==> src/rtl/touch_scan_pkg.sv <==
// constants for the touch matrix scan sequencer
// assumes a 125 MHz core clock
package touch_scan_pkg;
    // ****************************************
    // matrix geometry
    // ****************************************
    localparam int NUM_X = 8;
    localparam int NUM_Y = 2;
    localparam int NUM_KEYS = NUM_X * NUM_Y;
    localparam int KEY_W = 4;
    localparam int BL_W = 8;
    localparam int SIG_W = 12;
    localparam int NUM_GPIO = 3;
    localparam int PWM_W = 8;
    localparam logic [KEY_W-1:0] FIRST_KEY = 4'h0;
    localparam logic [KEY_W-1:0] LAST_KEY = 4'hf;
    localparam logic [BL_W-1:0] BL_OFF = 8'h00;
    // ****************************************
    // slider limits
    // ****************************************
    localparam logic [3:0] SLIDER_MIN = 4'h2;
    localparam logic [3:0] SLIDER_MAX = 4'h8;
    // ****************************************
    // timing
    // ****************************************
    localparam int CLK_MHZ = 125;
    localparam int CLK_PERIOD_NS = 8;
    localparam int CYCLE_MS = 16;
    localparam int CYCLE_CLKS = CYCLE_MS * 1000 * CLK_MHZ;
    localparam int DWELL_NS = 250;
    localparam int DWELL_CLKS = (DWELL_NS + CLK_PERIOD_NS - 1) / CLK_PERIOD_NS;
    localparam logic [SIG_W-1:0] SIG_MAX = 12'hfff;
    localparam logic [SIG_W-1:0] SIG_ZERO = 12'h000;
    // ****************************************
    // scan states
    // ****************************************
    typedef enum logic [2:0] {
        SLEEP, SELECT, PULSE_HI, PULSE_LO, CONVERT, PROCESS
    } scan_e;
endpackage
==> src/rtl/touch_matrix_scan_sequencer.sv <==
// touch matrix scan sequencer: key-by-key burst scan, slider, gpio/pwm, change pin
// assumes configuration arrives on plain ports from the host interface logic
`timescale 1ns/10ps
module touch_matrix_scan_sequencer #(
    parameter int CYCLE_COUNT = touch_scan_pkg::CYCLE_CLKS
) (
    input wire logic clk,
    input wire logic resetn,
    input wire logic ce,
    input wire logic [touch_scan_pkg::NUM_KEYS*touch_scan_pkg::BL_W-1:0] burst_len_setting,
    input wire logic [touch_scan_pkg::SIG_W-1:0] touch_threshold,
    input wire logic slider_en,
    input wire logic [3:0] slider_len,
    input wire logic [touch_scan_pkg::NUM_X-1:0] gpo_en,
    input wire logic [touch_scan_pkg::NUM_X*touch_scan_pkg::PWM_W-1:0] gpo_duty,
    input wire logic [touch_scan_pkg::NUM_GPIO-1:0] gpio_dir_out,
    input wire logic [touch_scan_pkg::NUM_GPIO*touch_scan_pkg::PWM_W-1:0] gpio_duty,
    input wire logic state_read,
    input wire logic bus_addr_sel_0,
    input wire logic bus_addr_sel_1,
    input wire logic sense_line0_b,
    input wire logic sense_line1_b,
    input wire logic gen_io_1_in,
    input wire logic gen_io_2_in,
    input wire logic gen_io_3_in,
    output logic [touch_scan_pkg::NUM_X-1:0] drive_lines,
    output logic sense_line0_a,
    output logic sense_line1_a,
    output logic sample_out,
    output logic gen_io_1_out,
    output logic gen_io_1_oe,
    output logic gen_io_2_out,
    output logic gen_io_2_oe,
    output logic gen_io_3_out,
    output logic gen_io_3_oe,
    output logic [touch_scan_pkg::NUM_GPIO-1:0] gpio_in_state,
    output logic change_n_out,
    output logic change_n_oe,
    output logic [touch_scan_pkg::NUM_KEYS-1:0] key_state,
    output logic [touch_scan_pkg::NUM_KEYS*touch_scan_pkg::SIG_W-1:0] signal_values,
    output logic slider_touch,
    output logic [2:0] slider_pos,
    output logic [4:0] scan_slots,
    output logic scan_busy,
    output logic [1:0] bus_addr
);
    import touch_scan_pkg::*;

    // ****************************************
    // state
    // ****************************************
    scan_e state_ff;
    logic [KEY_W-1:0] key_ff;
    logic [BL_W-1:0] pulse_cnt_ff;
    logic [5:0] dwell_ff;
    logic [SIG_W-1:0] ramp_ff;
    logic [31:0] cycle_ff;
    logic [4:0] slots_ff;
    logic [NUM_KEYS-1:0] key_state_ff;
    logic [NUM_KEYS-1:0] ref_valid_ff;
    logic [SIG_W-1:0] sig_ff [NUM_KEYS];
    logic [SIG_W-1:0] ref_ff [NUM_KEYS];
    logic [NUM_X-1:0] drive_ff;
    logic clamp0_ff;
    logic clamp1_ff;
    logic sample_ff;
    logic pass_change_ff;
    logic [PWM_W-1:0] pwm_cnt_ff;
    logic [NUM_X-1:0] gpo_lvl;
    logic [NUM_GPIO-1:0] gpio_lvl;
    logic [NUM_GPIO-1:0] gpio_out_ff;
    logic [NUM_GPIO-1:0] gpio_oe_ff;
    logic [NUM_GPIO-1:0] gpio_in_ff;
    logic change_pend_ff;
    logic slider_touch_ff;
    logic [2:0] slider_pos_ff;
    logic [1:0] addr_ff;
    logic addr_taken_ff;

    logic [BL_W-1:0] cur_bl;
    logic cur_y;
    logic [2:0] cur_x;
    logic cmp_hit;
    logic cycle_tick;
    logic dwell_done;
    logic busy_ff;
    logic [SIG_W:0] sig_sum;
    logic touch_now;

    // key index = x + 8*y, so low bits pick x, top bit picks y
    assign cur_x = key_ff[2:0];
    assign cur_y = key_ff[KEY_W-1];
    assign cur_bl = burst_len_setting[key_ff*BL_W +: BL_W]; // per-key length
    assign cmp_hit = cur_y ? sense_line1_b : sense_line0_b;
    // one bit wider so a saturated ramp plus threshold never wraps into a touch
    assign sig_sum = {1'b0, ramp_ff} + {1'b0, touch_threshold};
    assign touch_now = (sig_sum < {1'b0, ref_ff[key_ff]});
    assign cycle_tick = (cycle_ff == 32'(CYCLE_COUNT - 1));
    assign dwell_done = (dwell_ff == 6'(DWELL_CLKS - 1));

    // ****************************************
    // 16 ms cycle timer
    // ****************************************
    always_ff @(posedge clk or negedge resetn) begin
        if (!resetn) begin
            cycle_ff <= 32'h0;
        end else if (ce) begin
            cycle_ff <= cycle_tick ? 32'h0 : cycle_ff + 32'h1;
        end
    end

    // ****************************************
    // scan sequencer
    // ****************************************
    always_ff @(posedge clk or negedge resetn) begin
        if (!resetn) begin
            state_ff <= SLEEP;
            key_ff <= FIRST_KEY;
            pulse_cnt_ff <= BL_OFF;
            dwell_ff <= 6'h0;
            ramp_ff <= SIG_ZERO;
            slots_ff <= 5'h0;
            busy_ff <= 1'b0;
        end else if (ce) begin
            unique case (state_ff)
                SLEEP: begin
                    if (cycle_tick) begin // sleep until the next cycle
                        key_ff <= FIRST_KEY;
                        slots_ff <= 5'h0;
                        busy_ff <= 1'b1;
                        state_ff <= SELECT;
                    end
                end
                SELECT: begin
                    // one key per step; disabled keys skip straight on
                    pulse_cnt_ff <= BL_OFF;
                    dwell_ff <= 6'h0;
                    if (cur_bl != BL_OFF) begin
                        slots_ff <= slots_ff + 5'h1;
                        state_ff <= PULSE_HI;
                    end else if (key_ff == LAST_KEY) begin
                        busy_ff <= 1'b0;
                        state_ff <= SLEEP;
                    end else begin
                        key_ff <= key_ff + 4'h1;
                    end
                end
                PULSE_HI: begin
                    dwell_ff <= dwell_done ? 6'h0 : dwell_ff + 6'h1;
                    if (dwell_done) begin
                        state_ff <= PULSE_LO;
                    end
                end
                PULSE_LO: begin
                    dwell_ff <= dwell_done ? 6'h0 : dwell_ff + 6'h1;
                    if (dwell_done) begin
                        pulse_cnt_ff <= pulse_cnt_ff + 8'h1;
                        ramp_ff <= SIG_ZERO;
                        // whole burst before conversion
                        state_ff <= (pulse_cnt_ff + 8'h1 == cur_bl) ? CONVERT : PULSE_HI;
                    end
                end
                CONVERT: begin
                    // ramp time to zero crossing is the result
                    if (cmp_hit || ramp_ff == SIG_MAX) begin
                        state_ff <= PROCESS;
                    end else begin
                        ramp_ff <= ramp_ff + 12'h1;
                    end
                end
                PROCESS: begin
                    if (key_ff == LAST_KEY) begin
                        busy_ff <= 1'b0;
                        state_ff <= SLEEP;
                    end else begin
                        key_ff <= key_ff + 4'h1; // next key only after this one
                        state_ff <= SELECT;
                    end
                end
                default: begin
                    // unused state codes fall back to sleep
                    busy_ff <= 1'b0;
                    state_ff <= SLEEP;
                end
            endcase
        end
    end

    // ****************************************
    // result store and touch decision
    // ****************************************
    always_ff @(posedge clk or negedge resetn) begin
        if (!resetn) begin
            key_state_ff <= '0;
            ref_valid_ff <= '0;
            pass_change_ff <= 1'b0;
            for (int i = 0; i < NUM_KEYS; i++) begin
                sig_ff[i] <= SIG_ZERO;
                ref_ff[i] <= SIG_ZERO;
            end
        end else if (ce) begin
            if (state_ff == PROCESS) begin
                sig_ff[key_ff] <= ramp_ff;
                if (!ref_valid_ff[key_ff]) begin
                    // first result after reset calibrates the key
                    ref_ff[key_ff] <= ramp_ff;
                    ref_valid_ff[key_ff] <= 1'b1;
                end else begin
                    key_state_ff[key_ff] <= touch_now;
                    if (touch_now != key_state_ff[key_ff]) begin
                        pass_change_ff <= 1'b1;
                    end
                end
            end else if (state_ff == SELECT && cur_bl == BL_OFF) begin
                key_state_ff[key_ff] <= 1'b0; // disabled key never reads touched
                ref_valid_ff[key_ff] <= 1'b0;
                if (key_state_ff[key_ff]) begin
                    pass_change_ff <= 1'b1;
                end
            end else if (state_ff == SLEEP && cycle_tick) begin
                // kept through sleep so the change pin sees it at the tick
                pass_change_ff <= 1'b0;
            end
        end
    end

    // ****************************************
    // matrix pins and sample output
    // ****************************************
    always_ff @(posedge clk or negedge resetn) begin
        if (!resetn) begin
            drive_ff <= '0;
            clamp0_ff <= 1'b1;
            clamp1_ff <= 1'b1;
            sample_ff <= 1'b0;
        end else if (ce) begin
            for (int i = 0; i < NUM_X; i++) begin
                // only the active x pulses; other lines stay low, and all lines serve as pwm outputs in SLEEP and SELECT
                if (state_ff == PULSE_HI && cur_x == 3'(i)) begin
                    drive_ff[i] <= 1'b1;
                end else if (state_ff == SLEEP || state_ff == SELECT) begin
                    drive_ff[i] <= gpo_en[i] & gpo_lvl[i];
                end else begin
                    drive_ff[i] <= 1'b0;
                end
            end
            // y clamped on falling x edge and after the burst; free while charging
            clamp0_ff <= !(state_ff == PULSE_HI && !cur_y);
            clamp1_ff <= !(state_ff == PULSE_HI && cur_y);
            sample_ff <= (state_ff == CONVERT);
        end
    end

    // ****************************************
    // pwm for x lines and general pins
    // ****************************************
    always_ff @(posedge clk or negedge resetn) begin
        if (!resetn) begin
            pwm_cnt_ff <= '0;
        end else if (ce) begin
            pwm_cnt_ff <= pwm_cnt_ff + 8'h1;
        end
    end

    genvar g;
    generate
        for (g = 0; g < NUM_X; g++) begin : gen_gpo_pwm
            assign gpo_lvl[g] = pwm_cnt_ff < gpo_duty[g*PWM_W +: PWM_W];
        end
        for (g = 0; g < NUM_GPIO; g++) begin : gen_gpio_pwm
            assign gpio_lvl[g] = pwm_cnt_ff < gpio_duty[g*PWM_W +: PWM_W];
        end
    endgenerate

    // ****************************************
    // general purpose pins
    // ****************************************
    always_ff @(posedge clk or negedge resetn) begin
        if (!resetn) begin
            gpio_out_ff <= '0;
            gpio_oe_ff <= '0;
            gpio_in_ff <= '0;
        end else if (ce) begin
            gpio_oe_ff <= gpio_dir_out; // input or driven output per pin
            gpio_out_ff <= gpio_lvl & gpio_dir_out;
            gpio_in_ff <= {gen_io_3_in, gen_io_2_in, gen_io_1_in} & ~gpio_dir_out;
        end
    end

    // ****************************************
    // slider on y0 starting at x0
    // ****************************************
    always_ff @(posedge clk or negedge resetn) begin
        if (!resetn) begin
            slider_touch_ff <= 1'b0;
            slider_pos_ff <= 3'h0;
        end else if (ce && state_ff == SLEEP && cycle_tick) begin
            slider_touch_ff <= 1'b0;
            slider_pos_ff <= 3'h0;
            // lengths outside 2..8 leave the slider off
            if (slider_en && slider_len >= SLIDER_MIN && slider_len <= SLIDER_MAX) begin
                for (int i = NUM_X - 1; i >= 0; i--) begin
                    if (4'(i) < slider_len && key_state_ff[i]) begin // keys 0..len-1
                        slider_touch_ff <= 1'b1;
                        slider_pos_ff <= 3'(i);
                    end
                end
            end
        end
    end

    // ****************************************
    // change notification
    // ****************************************
    always_ff @(posedge clk or negedge resetn) begin
        if (!resetn) begin
            change_pend_ff <= 1'b0;
        end else if (ce) begin
            // set wins over a read in the same cycle
            // inputs compared only once sampled: a high idle pin is no false change
            if ((state_ff == SLEEP && cycle_tick && pass_change_ff) ||
                (addr_taken_ff &&
                 gpio_in_ff != ({gen_io_3_in, gen_io_2_in, gen_io_1_in} & ~gpio_dir_out))) begin
                change_pend_ff <= 1'b1;
            end else if (state_read) begin
                change_pend_ff <= 1'b0;
            end
        end
    end

    // ****************************************
    // address strap, caught after reset release
    // ****************************************
    always_ff @(posedge clk or negedge resetn) begin
        if (!resetn) begin
            addr_ff <= 2'h0;
            addr_taken_ff <= 1'b0;
        end else if (ce && !addr_taken_ff) begin
            addr_ff <= {bus_addr_sel_1, bus_addr_sel_0}; // slave address for the host
            addr_taken_ff <= 1'b1;
        end
    end

    // ****************************************
    // outputs
    // ****************************************
    always_comb begin
        for (int i = 0; i < NUM_KEYS; i++) begin
            signal_values[i*SIG_W +: SIG_W] = sig_ff[i];
        end
    end
    assign drive_lines = drive_ff;
    assign sense_line0_a = clamp0_ff;
    assign sense_line1_a = clamp1_ff;
    assign sample_out = sample_ff;
    assign gen_io_1_out = gpio_out_ff[0];
    assign gen_io_2_out = gpio_out_ff[1];
    assign gen_io_3_out = gpio_out_ff[2];
    assign gen_io_1_oe = gpio_oe_ff[0];
    assign gen_io_2_oe = gpio_oe_ff[1];
    assign gen_io_3_oe = gpio_oe_ff[2];
    assign gpio_in_state = gpio_in_ff;
    // open drain: only ever pulls low
    assign change_n_out = 1'b0;
    assign change_n_oe = change_pend_ff;
    assign key_state = key_state_ff;
    assign slider_touch = slider_touch_ff;
    assign slider_pos = slider_pos_ff;
    assign scan_slots = slots_ff;
    assign scan_busy = busy_ff;
    assign bus_addr = addr_ff;
endmodule

==> config.mk <==
export PLATFORM = sky130hd
export DESIGN_NAME = touch_matrix_scan_sequencer
export DESIGN_NICKNAME = d
export VERILOG_FILES = /design/src/rtl/touch_scan_pkg.sv /design/src/rtl/touch_matrix_scan_sequencer.sv
export SDC_FILE = /design/constraint.sdc
export NUM_CORES = 1
export LEC_CHECK = 0
export BUFFER_PORTS_ARGS = -buffer_cell sky130_fd_sc_hd__buf_2
export CAP_MARGIN = 25
export CORE_MARGIN = 2
export CORE_UTILIZATION = 60
export CTS_BUF_LIST = sky130_fd_sc_hd__clkbuf_4 sky130_fd_sc_hd__clkbuf_8
export DETAILED_ROUTE_END_ITERATION = 12
export PLACE_DENSITY = 0.92
export SYNTH_ARGS = -nofsm -noshare
export SYNTH_HDL_FRONTEND = slang
export SYNTH_SLANG_ARGS = --single-unit
==> constraint.sdc <==
create_clock -name clk -period 7.2 [get_ports clk]
set_input_delay 0.72 -clock clk [delete_from_list [all_inputs] [get_ports clk]]
set_output_delay 0.72 -clock clk [all_outputs]
set_load 0.1 [all_outputs]
# Word-level counts from Yosys, hierarchy flattened

Cells that the tools add are included.

Multiplexer cells: 91
Reduce and logical (&&, ||, !) cells: 63
Eq/ne operators: 31
Shift-type cells: 1
Bitwise gates (word level): 18
Add/sub/neg operators: 8
Order comparisons: 26

Operator list:

| cell                                              | count |
|---|---|
| bitwise mux 192 bit                               | 2 |
| variable part select 128 x 8 -> 8 bit             | 1 |
| 2-to-1 mux 16 bit                                 | 6 |
| < comparator 8 bit                                | 11 |
| 2-to-1 mux 12 bit                                 | 5 |
| binary-select mux 12 bit (select 4 bit)           | 1 |
| demux 12 bit (select 4 bit)                       | 1 |
| 2-to-1 mux 3 bit                                  | 16 |
| 2-to-1 mux 1 bit                                  | 41 |
| adder 32 x 1 -> 32 bit, second input constant     | 1 |
| AND 16 bit                                        | 2 |
| == test 32 x 21 -> 1 bit, second input constant   | 1 |
| 2-to-1 mux 32 bit                                 | 1 |
| logical AND 1 bit                                 | 29 |
| case mux 12 bit (2 select lines)                  | 1 |
| == test 3 bit, second input constant              | 6 |
| case mux 3 bit (6 select lines)                   | 1 |
| adder 8 x 1 -> 8 bit, second input constant       | 2 |
| bitwise mux 16 bit                                | 1 |
| < comparator 3 x 4 -> 1 bit, first input constant | 4 |
| != test 2 bit, second input constant              | 8 |
| NOT 16 bit                                        | 1 |
| bitwise OR 16 bit                                 | 1 |
| case mux 8 bit (2 select lines)                   | 1 |
| other kinds (53)                                  | 94 |

Output and inout bits: 242
Word-level logic and storage cells: 294
Input bits: 255
Register bits: 524

# Longest topological paths before layout

Gate-level depths: netlist of run 1.

Depth after elaboration: 11
Mapped depth: 18

# Worst setup path after synthesis of run 1

OpenSTA, ideal clock, no wires.

Path kind: register -> register
Start point: register key_ff[0]
End point: register key_state_ff[7], in the netlist key_state[7]
Period minus slack after synthesis: 4.410 ns
Setup time: 0.071 ns
Data arrival time: 4.339 ns
Stages on the path, launching flop included: 16
Path buffers: 5
Setup slack: 2.790 ns
Data required time: 7.129 ns
Path through: dfrtp_1 -> buf_6 -> buf_4 -> buf_2 -> buf_1 -> mux4_2 -> mux4_2 -> inv_1 -> ha_1 -> a21oi_1 -> o21ai_0 -> a221oi_1 -> o211ai_1 -> nor3_1 -> clkbuf_1 -> a32o_1

Cells in the longest elaborated chain, start to end: 8
Elaborated cells between the ends (all ways): 24
Those cells by class: order compare (3); eq/ne (1); shift (1); mux (11); bitwise (3); reduce/logical (5)

Ends and longest elaborated chain:

| item                                                                                         | line                                                                                                      | text |
|---|---|---|
| start: declaration                                                                           | touch_matrix_scan_sequencer.sv:53                                                                         | `logic [KEY_W-1:0] key_ff;` |
| start signal: assignment                                                                     | touch_matrix_scan_sequencer.sv:145                                                                        | `key_ff <= key_ff + 4'h1;` |
| start signal: assignment                                                                     | touch_matrix_scan_sequencer.sv:176                                                                        | `key_ff <= key_ff + 4'h1;` |
| NOT 4 -> 5 bit (not written as such) (tied with other cells)                                 | touch_matrix_scan_sequencer.sv:97                                                                         | `assign touch_now = (sig_sum < {1'b0, ref_ff[key_ff]});` |
| binary-select mux 12 bit (select 4 bit) / logical AND 1 bit (equally long branches)          | touch_matrix_scan_sequencer.sv:97, touch_matrix_scan_sequencer.sv:209, touch_matrix_scan_sequencer.sv:215 |  |
| 2-to-1 mux 12 bit (not written as such) / 2-to-1 mux 1 bit (equally long branches)           | touch_matrix_scan_sequencer.sv:97, touch_matrix_scan_sequencer.sv:209, touch_matrix_scan_sequencer.sv:215 |  |
| 2-to-1 mux 12 bit (not written as such) / demux 1 bit (select 4 bit) (equally long branches) | touch_matrix_scan_sequencer.sv:97, touch_matrix_scan_sequencer.sv:209, touch_matrix_scan_sequencer.sv:215 |  |
| < comparator 13 x 12 -> 1 bit / NOT 16 bit (equally long branches)                           | --                                                                                                        |  |
| bitwise mux 16 bit / AND 16 bit (equally long branches)                                      | --                                                                                                        |  |
| 2-to-1 mux 16 bit, on equally long branches                                                  | touch_matrix_scan_sequencer.sv:204, touch_matrix_scan_sequencer.sv:214                                    |  |
| 2-to-1 mux 16 bit                                                                            | touch_matrix_scan_sequencer.sv:202                                                                        | `if (state_ff == PROCESS) begin` |
| end signal: indexed assignment                                                               | touch_matrix_scan_sequencer.sv:209                                                                        | `key_state_ff[key_ff] <= touch_now;` |
| end: declaration                                                                             | touch_matrix_scan_sequencer.sv:59                                                                         | `logic [NUM_KEYS-1:0] key_state_ff;` |

Several ways; a longest one is shown, not always the timed one. The select of a mux whose other input is x is not followed.
A chain may end at the register's enable or synchronous reset.

# Final worst setup path of run 1

Start point: register key_ff[0]
End point: register key_state_ff[12], in the netlist key_state[12]

Same word-level chain as after synthesis.

==> results of run 1 <==
[layout make-up]
class | instances | share of cell area
Sequential cell | 524 | 0.416
Multi-Input combinational cell | 1373 | 0.399
Timing Repair Buffer | 543 | 0.0929
Clock buffer | 128 | 0.0507
Tap cell | 592 | 0.0235
Inverter | 112 | 0.0133
Clock inverter | 18 | 0.00420
Antenna cell | 2 | 0.000159
[worst max-delay path by stage]
| stage | end | slack (ns) | cells after the start |
|---|---|---|---|
| after floorplan | key_state[7] | 2.79 | 15 |
| after global placement | pass_change_ff | 2.32 | 19 |
| after detailed placement | pass_change_ff | 2.21 | 19 |
| after CTS | pass_change_ff | 2.24 | 18 |
| after global routing | key_state[12] | 2.15 | 10 |
| final | key_state[12] | 2.36 | 10 |
[state kept, by name, indices dropped and copies added, names as in the netlist, 2 cells and up, named ones only]
| register | cells |
|---|---|
| bus_addr | 2 |
| cycle_ff | 32 |
| drive_lines | 8 |
| dwell_ff | 6 |
| gpio_in_state | 3 |
| gpio_oe_ff | 3 |
| gpio_out_ff | 3 |
| key_ff | 4 |
| key_state | 16 |
| pulse_cnt_ff | 8 |
| pwm_cnt_ff | 8 |
| ramp_ff | 12 |
| ref_ff | 192 |
| scan_slots | 5 |
| signal_values | 192 |
| slider_pos | 3 |
| state_ff | 3 |
[cell families after synthesis]
| family | count (synthesis) |
|---|---|
| muxes | 495 |
| other | 1 |
| adders and majority gates | 113 |
| buffers and inverters | 254 |
| and+or+nand+nor | 437 |
| xor gates and xnor gates | 71 |
| AOI/OAI and AO/OA | 256 |
| DFF | 524 |
[metal layers]
metal,part of all wire,vias to the layer above,global-route usage
met1,0.35,10522,0.431
li1,-,8691,-
met5,0.00012,-,0
met3,0.10,402,0.105
met4,0.071,2,0.228
met2,0.48,1410,0.592
[layout by cell type, fill, tap and decap left out, drive strengths merged, types with 65 or more instances in the layout]
master / instances
dfrtp: 522
clkbuf: 129
buf: 542
ha: 112
mux4: 101
mux2: 391
o21ai: 65
inv: 115
nor2: 112
nand2: 120
[cells in the mapped netlist, drive strengths merged, types with 3 or more instances]
library cell  count  share of area
mux2            391           0.16
mux2i             3         0.0011
xor2             26         0.0085
o21ai            65          0.012
a22oi            17         0.0048
ha              112          0.052
nand2b           18         0.0042
nand3b           12         0.0034
clkbuf           99          0.014
a31oi            10         0.0023
a32o             15         0.0056
o2bb2ai           8         0.0026
o21a              5         0.0014
nor2            112          0.017
or2               7         0.0016
nand2           120          0.017
buf              43         0.0099
o31ai             7         0.0020
xnor2            45          0.015
inv             112          0.016
nor3             25         0.0049
nand4            16         0.0037
nor4             12         0.0035
and3             23         0.0054
nand3            58          0.011
a21o             45          0.013
dfrtp           522           0.49
o22ai             3        0.00070
nor4b            11         0.0038
a21oi            62          0.012
nor2b            14         0.0033
mux4            101          0.085
[stage by stage]
stage / utilization / setup WS, ns
after floorplan: - / 2.79
after global placement: 0.673 / 2.32
after detailed placement: 0.674 / 2.21
after CTS: 0.713 / 2.24
after global routing: 0.715 / 2.15
final: 0.715 / 2.36
[worst reg2reg max path: stages (launching register included)]
cell	delay [ns]
dfrtp_4	0.74
buf_12	0.30
buf_4	0.49
mux4_2	0.58
a22oi_1	0.24
nand2_1	0.14
nor4_2	0.50
nand4_1	0.70
nand2_2	0.60
nand3_1	0.13
a32o_1	0.25
[power breakdown]
group	internal (mW)	switching, mW
logic	0.783	1.24
registers	3.06	0.305
clock network	1.42	1.23
total	5.27	2.77
==> flow_metrics.tcl, run 1 <==
set metrics [dict create \
    max_clock_freq_mhz 207 \
    fin_area_um2 31500 \
    final_layout_size_suffix_gt1_frac 0.449 \
    yosys.area_share.adder 0.0531 \
    grt.overflow.total 0 \
    required_ns 7.71 \
    ios 497 \
    hold_ws_ns 0.0965 \
    r2r_cells 10 \
    drc_errors 0 \
    synth_mux_area_frac 0.251 \
    grt_max_degree 186 \
    drtIter0Drc 1929 \
    worst-path-buf-inv 2 \
    critPathKind "reg2reg" \
    critPathMaxFanout 27 \
    ys_types 68 \
    cp_slowest_cell "dfrtp_4" \
    rows 77 \
    nFillCells 2806 \
    synth_xor_area_frac 0.0232 \
    fin_cells 3292 \
    rsz0062_at_grt "false" \
    antenna_found_initial 3 \
    vias_per_cell 6.39 \
    path_cells "buf_12 -> buf_4 -> mux4_2 -> a22oi_1 -> nand2_1 -> nor4_2 -> nand4_1 -> nand2_2 -> nand3_1 -> a32o_1" \
    hpwl_um 55500 \
    die-area_um2 46300 \
    fin_setup_tns_ns 0 \
    insertion_delay_ns 0.67 \
    power_leakage_nw 16.4 \
    clockBufferDepth 3 \
    min_period_over_period 0.672 \
    firstDrtPassIters 8 \
    slew_viol_final 0 \
    postPlaceCellArea_um2 29700 \
    wirelength_um 84700 \
    critPathTopFamily "simple AND/OR/NAND/NOR gates" \
    chipHeight_um 215 \
    cp_slowest_stage_delay_ns 0.74 \
    critPathArrivalTime_ns 5.35 \
    syn_avg_cell_area_um2 12.4 \
    grt_pass1_wl_um 130000 \
    cts_resized 0 \
    syn_area_um2 26800 \
    setup_viol 0 \
    period_needed_ns 4.84 \
    synth-simple-area-share 0.0813 \
    netlist_instances 2151 \
    final-hold-violation-count 0 \
    cts_tree "built" \
    vias 21027 \
    cts_root_buf "clkbuf_8" \
    core_region_area_um2 44100 \
    syn-num-nets 2519 \
    start_util 0.606 \
    area_growth_pct 17.9 \
    postCtsSetupRepairBufs 0 \
    path_clk_slew_ns 0.07 \
    synth_compound_area_frac 0.0618 \
    synth_async_sr_flop_share 1.00 \
    placed_cells 3139 \
    layout.nets 3004 \
    routedWlPerCell_um 25.7 \
    ir_worst_vdd_uv 197 \
    powerDensity_nw_per_um2 255 \
    total_power_mw 8.04 \
    multi_input_area_um2 12600 \
    clock_skew_ns 0.0538 \
    grt_pass1_vias 22116 \
    yosysSeqAreaShare 0.490 \
    synth_seq_cells 524 \
    cts.sink_count 524 \
    grt.total_usage 0.365 \
    critPathLaunch "key_ff[0]" \
    status "finished clean" \
    cap_violations 0 \
    tightest_slew_ns 1.07 \
    port-buffer-count 495 \
    cts_hold_buf 0 \
    r2r-start "key_ff[0]" \
    htreeDepth 3 \
    synth_top_family_by_area "multiplexers" \
    ys.flop_type "dfrtp_1" \
    hp-class "in2async" \
    end_kind "flip-flop" \
    drtAntennaViolNets 0 \
    startpoint_type "flip-flop" \
    yosysWarningCount 0 \
    ff_latch_area_um2 13100 \
    reg2reg_slack_ns 2.36 \
    routabilityCongestion 0.924 \
    rr_endpoint "key_state[12]" \
    slew_headroom 0.287 \
    synth_edf_count 0 \
    cts_buffers 82 \
    die_w_um 215 \
]
(Power assumes the default switching activity.)
==> inputs of run 2 (changes only) <==
--- a/config.mk
+++ b/config.mk
@@ -8,10 +8,10 @@
 export BUFFER_PORTS_ARGS = -buffer_cell sky130_fd_sc_hd__buf_2
 export CAP_MARGIN = 25
 export CORE_MARGIN = 2
-export CORE_UTILIZATION = 60
+export CORE_UTILIZATION = 52
 export CTS_BUF_LIST = sky130_fd_sc_hd__clkbuf_4 sky130_fd_sc_hd__clkbuf_8
 export DETAILED_ROUTE_END_ITERATION = 12
-export PLACE_DENSITY = 0.92
+export PLACE_DENSITY = 0.85
 export SYNTH_ARGS = -nofsm -noshare
 export SYNTH_HDL_FRONTEND = slang
 export SYNTH_SLANG_ARGS = --single-unit
==> constraint.sdc (replaced) <==
create_clock -name clk -period 3.95 [get_ports clk]
set_input_delay 0.395 -clock clk [delete_from_list [all_inputs] [get_ports clk]]
set_output_delay 0.395 -clock clk [all_outputs]
set_load 0.1 [all_outputs]
==> run 2 against run 1 <==
First-iteration DRC count is 23% lower. Sequential cell count stayed put. Non-clock buffer count is 60 higher. Critical path type unchanged. Critical endpoint is now key_state[14]. Largest power group unchanged.
==> flow_metrics.tcl, run 2 (same netlist as run 1, synthesis figures left out) <==
set metrics [dict create \
    antenna_found_initial 1 \
    path_clk_slew_ns 0.06 \
    tightest_slew_ns 1.05 \
    area_growth_pct 20.7 \
    critPathKind "reg2reg" \
    cp_slowest_cell "dfrtp_1" \
    rows 83 \
    layout_commonest_cell "dfrtp_1" \
    firstDrtPassIters 8 \
    insertion_delay_ns 0.68 \
    setup_ws_ns 0.164 \
    max_clock_freq_mhz 264 \
    die_w_um 231 \
    drtAntennaViolNets 0 \
    reg2reg_slack_ns 0.16 \
    multi_input_area_um2 12700 \
    period_needed_ns 3.79 \
    hold_ws_ns 0.139 \
    htreeDepth 3 \
    power_leakage_nw 16.8 \
    critPathMaxFanout 4 \
    vias 20313 \
    drc_errors 0 \
    chipHeight_um 231 \
    ir_worst_vdd_uv 286 \
    dp_slack_ns -0.113 \
    end_kind "flip-flop" \
    cts_tree "built" \
    core_region_area_um2 51100 \
    slew_headroom 0.294 \
    min_period_over_period 0.958 \
    final-hold-violation-count 0 \
    routedWlPerCell_um 22.8 \
    ff_latch_area_um2 13100 \
    clock_skew_ns 0.0286 \
    hp-class "in2reg" \
    grt.total_usage 0.290 \
    setup_viol 0 \
    start_util 0.524 \
    grt.overflow.total 0 \
    cts_root_buf "clkbuf_8" \
    cts.sink_count 524 \
    nFillCells 3834 \
    routabilityCongestion 0.921 \
    layout.nets 3067 \
    ios 497 \
    status "finished clean" \
    grt_pass1_wl_um 120000 \
    cap_violations 0 \
    critPathArrivalTime_ns 4.39 \
    drtIter0Drc 1494 \
    required_ns 4.55 \
    cts_buffers 85 \
    hpwl_um 55500 \
    startpoint_type "flip-flop" \
    grt_pass1_vias 21493 \
    final_cell_mix "dfrtp_1 (520), buf_2 (494), mux2_2 (388)" \
    powerDensity_nw_per_um2 462 \
    slew_viol_final 0 \
    wirelength_um 78500 \
    vias_per_cell 5.90 \
    port-buffer-count 495 \
    cp_slowest_stage_delay_ns 0.41 \
    die-area_um2 53300 \
    clockBufferDepth 3 \
    final_layout_size_suffix_gt1_frac 0.462 \
    grt_max_degree 112 \
    path_cells "ha_1 -> a21o_1 -> a21oi_2 -> nor2b_2 -> o211ai_1 -> nand2_1 -> a41oi_2 -> nor2b_4 -> xnor2_1 -> ha_1 -> a21o_1 -> a211o_1 -> a221oi_2 -> o211ai_1 -> nor3_2 -> buf_4 -> buf_4 -> a32o_1" \
]
==> run 2: cell count changes in the layout (fill, tap and decap cells not counted), sizes merged, moves of 2 or more <==
cell	delta
bufinv	+2
buf	+53
dlygate4sd3	+7
inv	+2
clkinv	+2
clkinvlp	-2
==> run 2: layout make-up <==
class | instances | share of cell area
Sequential cell | 524 | 0.406
Timing Repair Buffer | 603 | 0.107
Inverter | 112 | 0.0130
Antenna cell | 1 | 0.0000775
Multi-Input combinational cell | 1373 | 0.392
Clock buffer | 129 | 0.0490
Tap cell | 680 | 0.0263
Clock inverter | 22 | 0.00639
==> run 2: path summary, 6_finish.rpt <==
kind / endpoint / depth (start not counted) / startpoint
max in group asynchronous: ref_ff[181] / 3 / resetn
max reg2reg: key_state[14] / 18 / ramp_ff[1]
min: drive_lines[7] / 5 / gpo_en[7]
max: key_state[14] / 18 / ramp_ff[1]
min reg2reg: signal_values[37] / 2 / signal_values[37]
min in group asynchronous: gpio_oe_ff[0] / 2 / resetn
==> run 2: timing repair <==
item / 4_1_cts / 5_1_grt
endpoints found under the hold margin: 106 / 0
gates resized for setup: 2 / 15
hold buffers: 7 / 0
pin swaps: 2 / 10
setup endpoints to repair: 9 / 26
buffers inserted: 1 / 8
gates cloned: 0 / 2
==> run 2: power by group <==
group	internal (mW)	leakage (nW)	total, mW	switching (mW)
logic	1.57	8.69	3.98	2.40
clock network	2.72	0.958	4.93	2.21
registers	5.58	7.16	6.02	0.438
total	9.87	16.8	14.9	5.05
==> run 2: through the flow <==
step | setup TNS, ns | util | instance area [um^2] | power [mW] | std cells
global route | -0.0442 | 0.632 | 32300 | 15.6 | 3444
CTS | 0 | 0.629 | 32100 | 14.9 | 3433
detailed placement | -1.31 | 0.592 | 30300 | 9.94 | 3274
finish | 0 | 0.632 | 32300 | 14.9 | 3444
floorplan | 0 | - | 26800 | 8.75 | 2151
global placement | 0 | 0.592 | 30300 | 9.80 | 3274
==> run 2: critical path: cells and delay by family, from the launching register on <==
family | cells | cell delay, ns
buf+inv | 2 | 0.29
flops | 1 | 0.41
simple gates | 4 | 0.58
fa+ha+maj | 2 | 0.48
compound gates | 9 | 1.88
xor+xnor | 1 | 0.08
==> run 2: metal layers <==
metal | vias to the layer above | GRT usage | share of wire
li1 | 8820 | - | -
met1 | 10341 | 0.352 | 0.38
met2 | 927 | 0.489 | 0.50
met3 | 225 | 0.0658 | 0.076
met4 | 0 | 0.144 | 0.047
met5 | - | 0 | 0
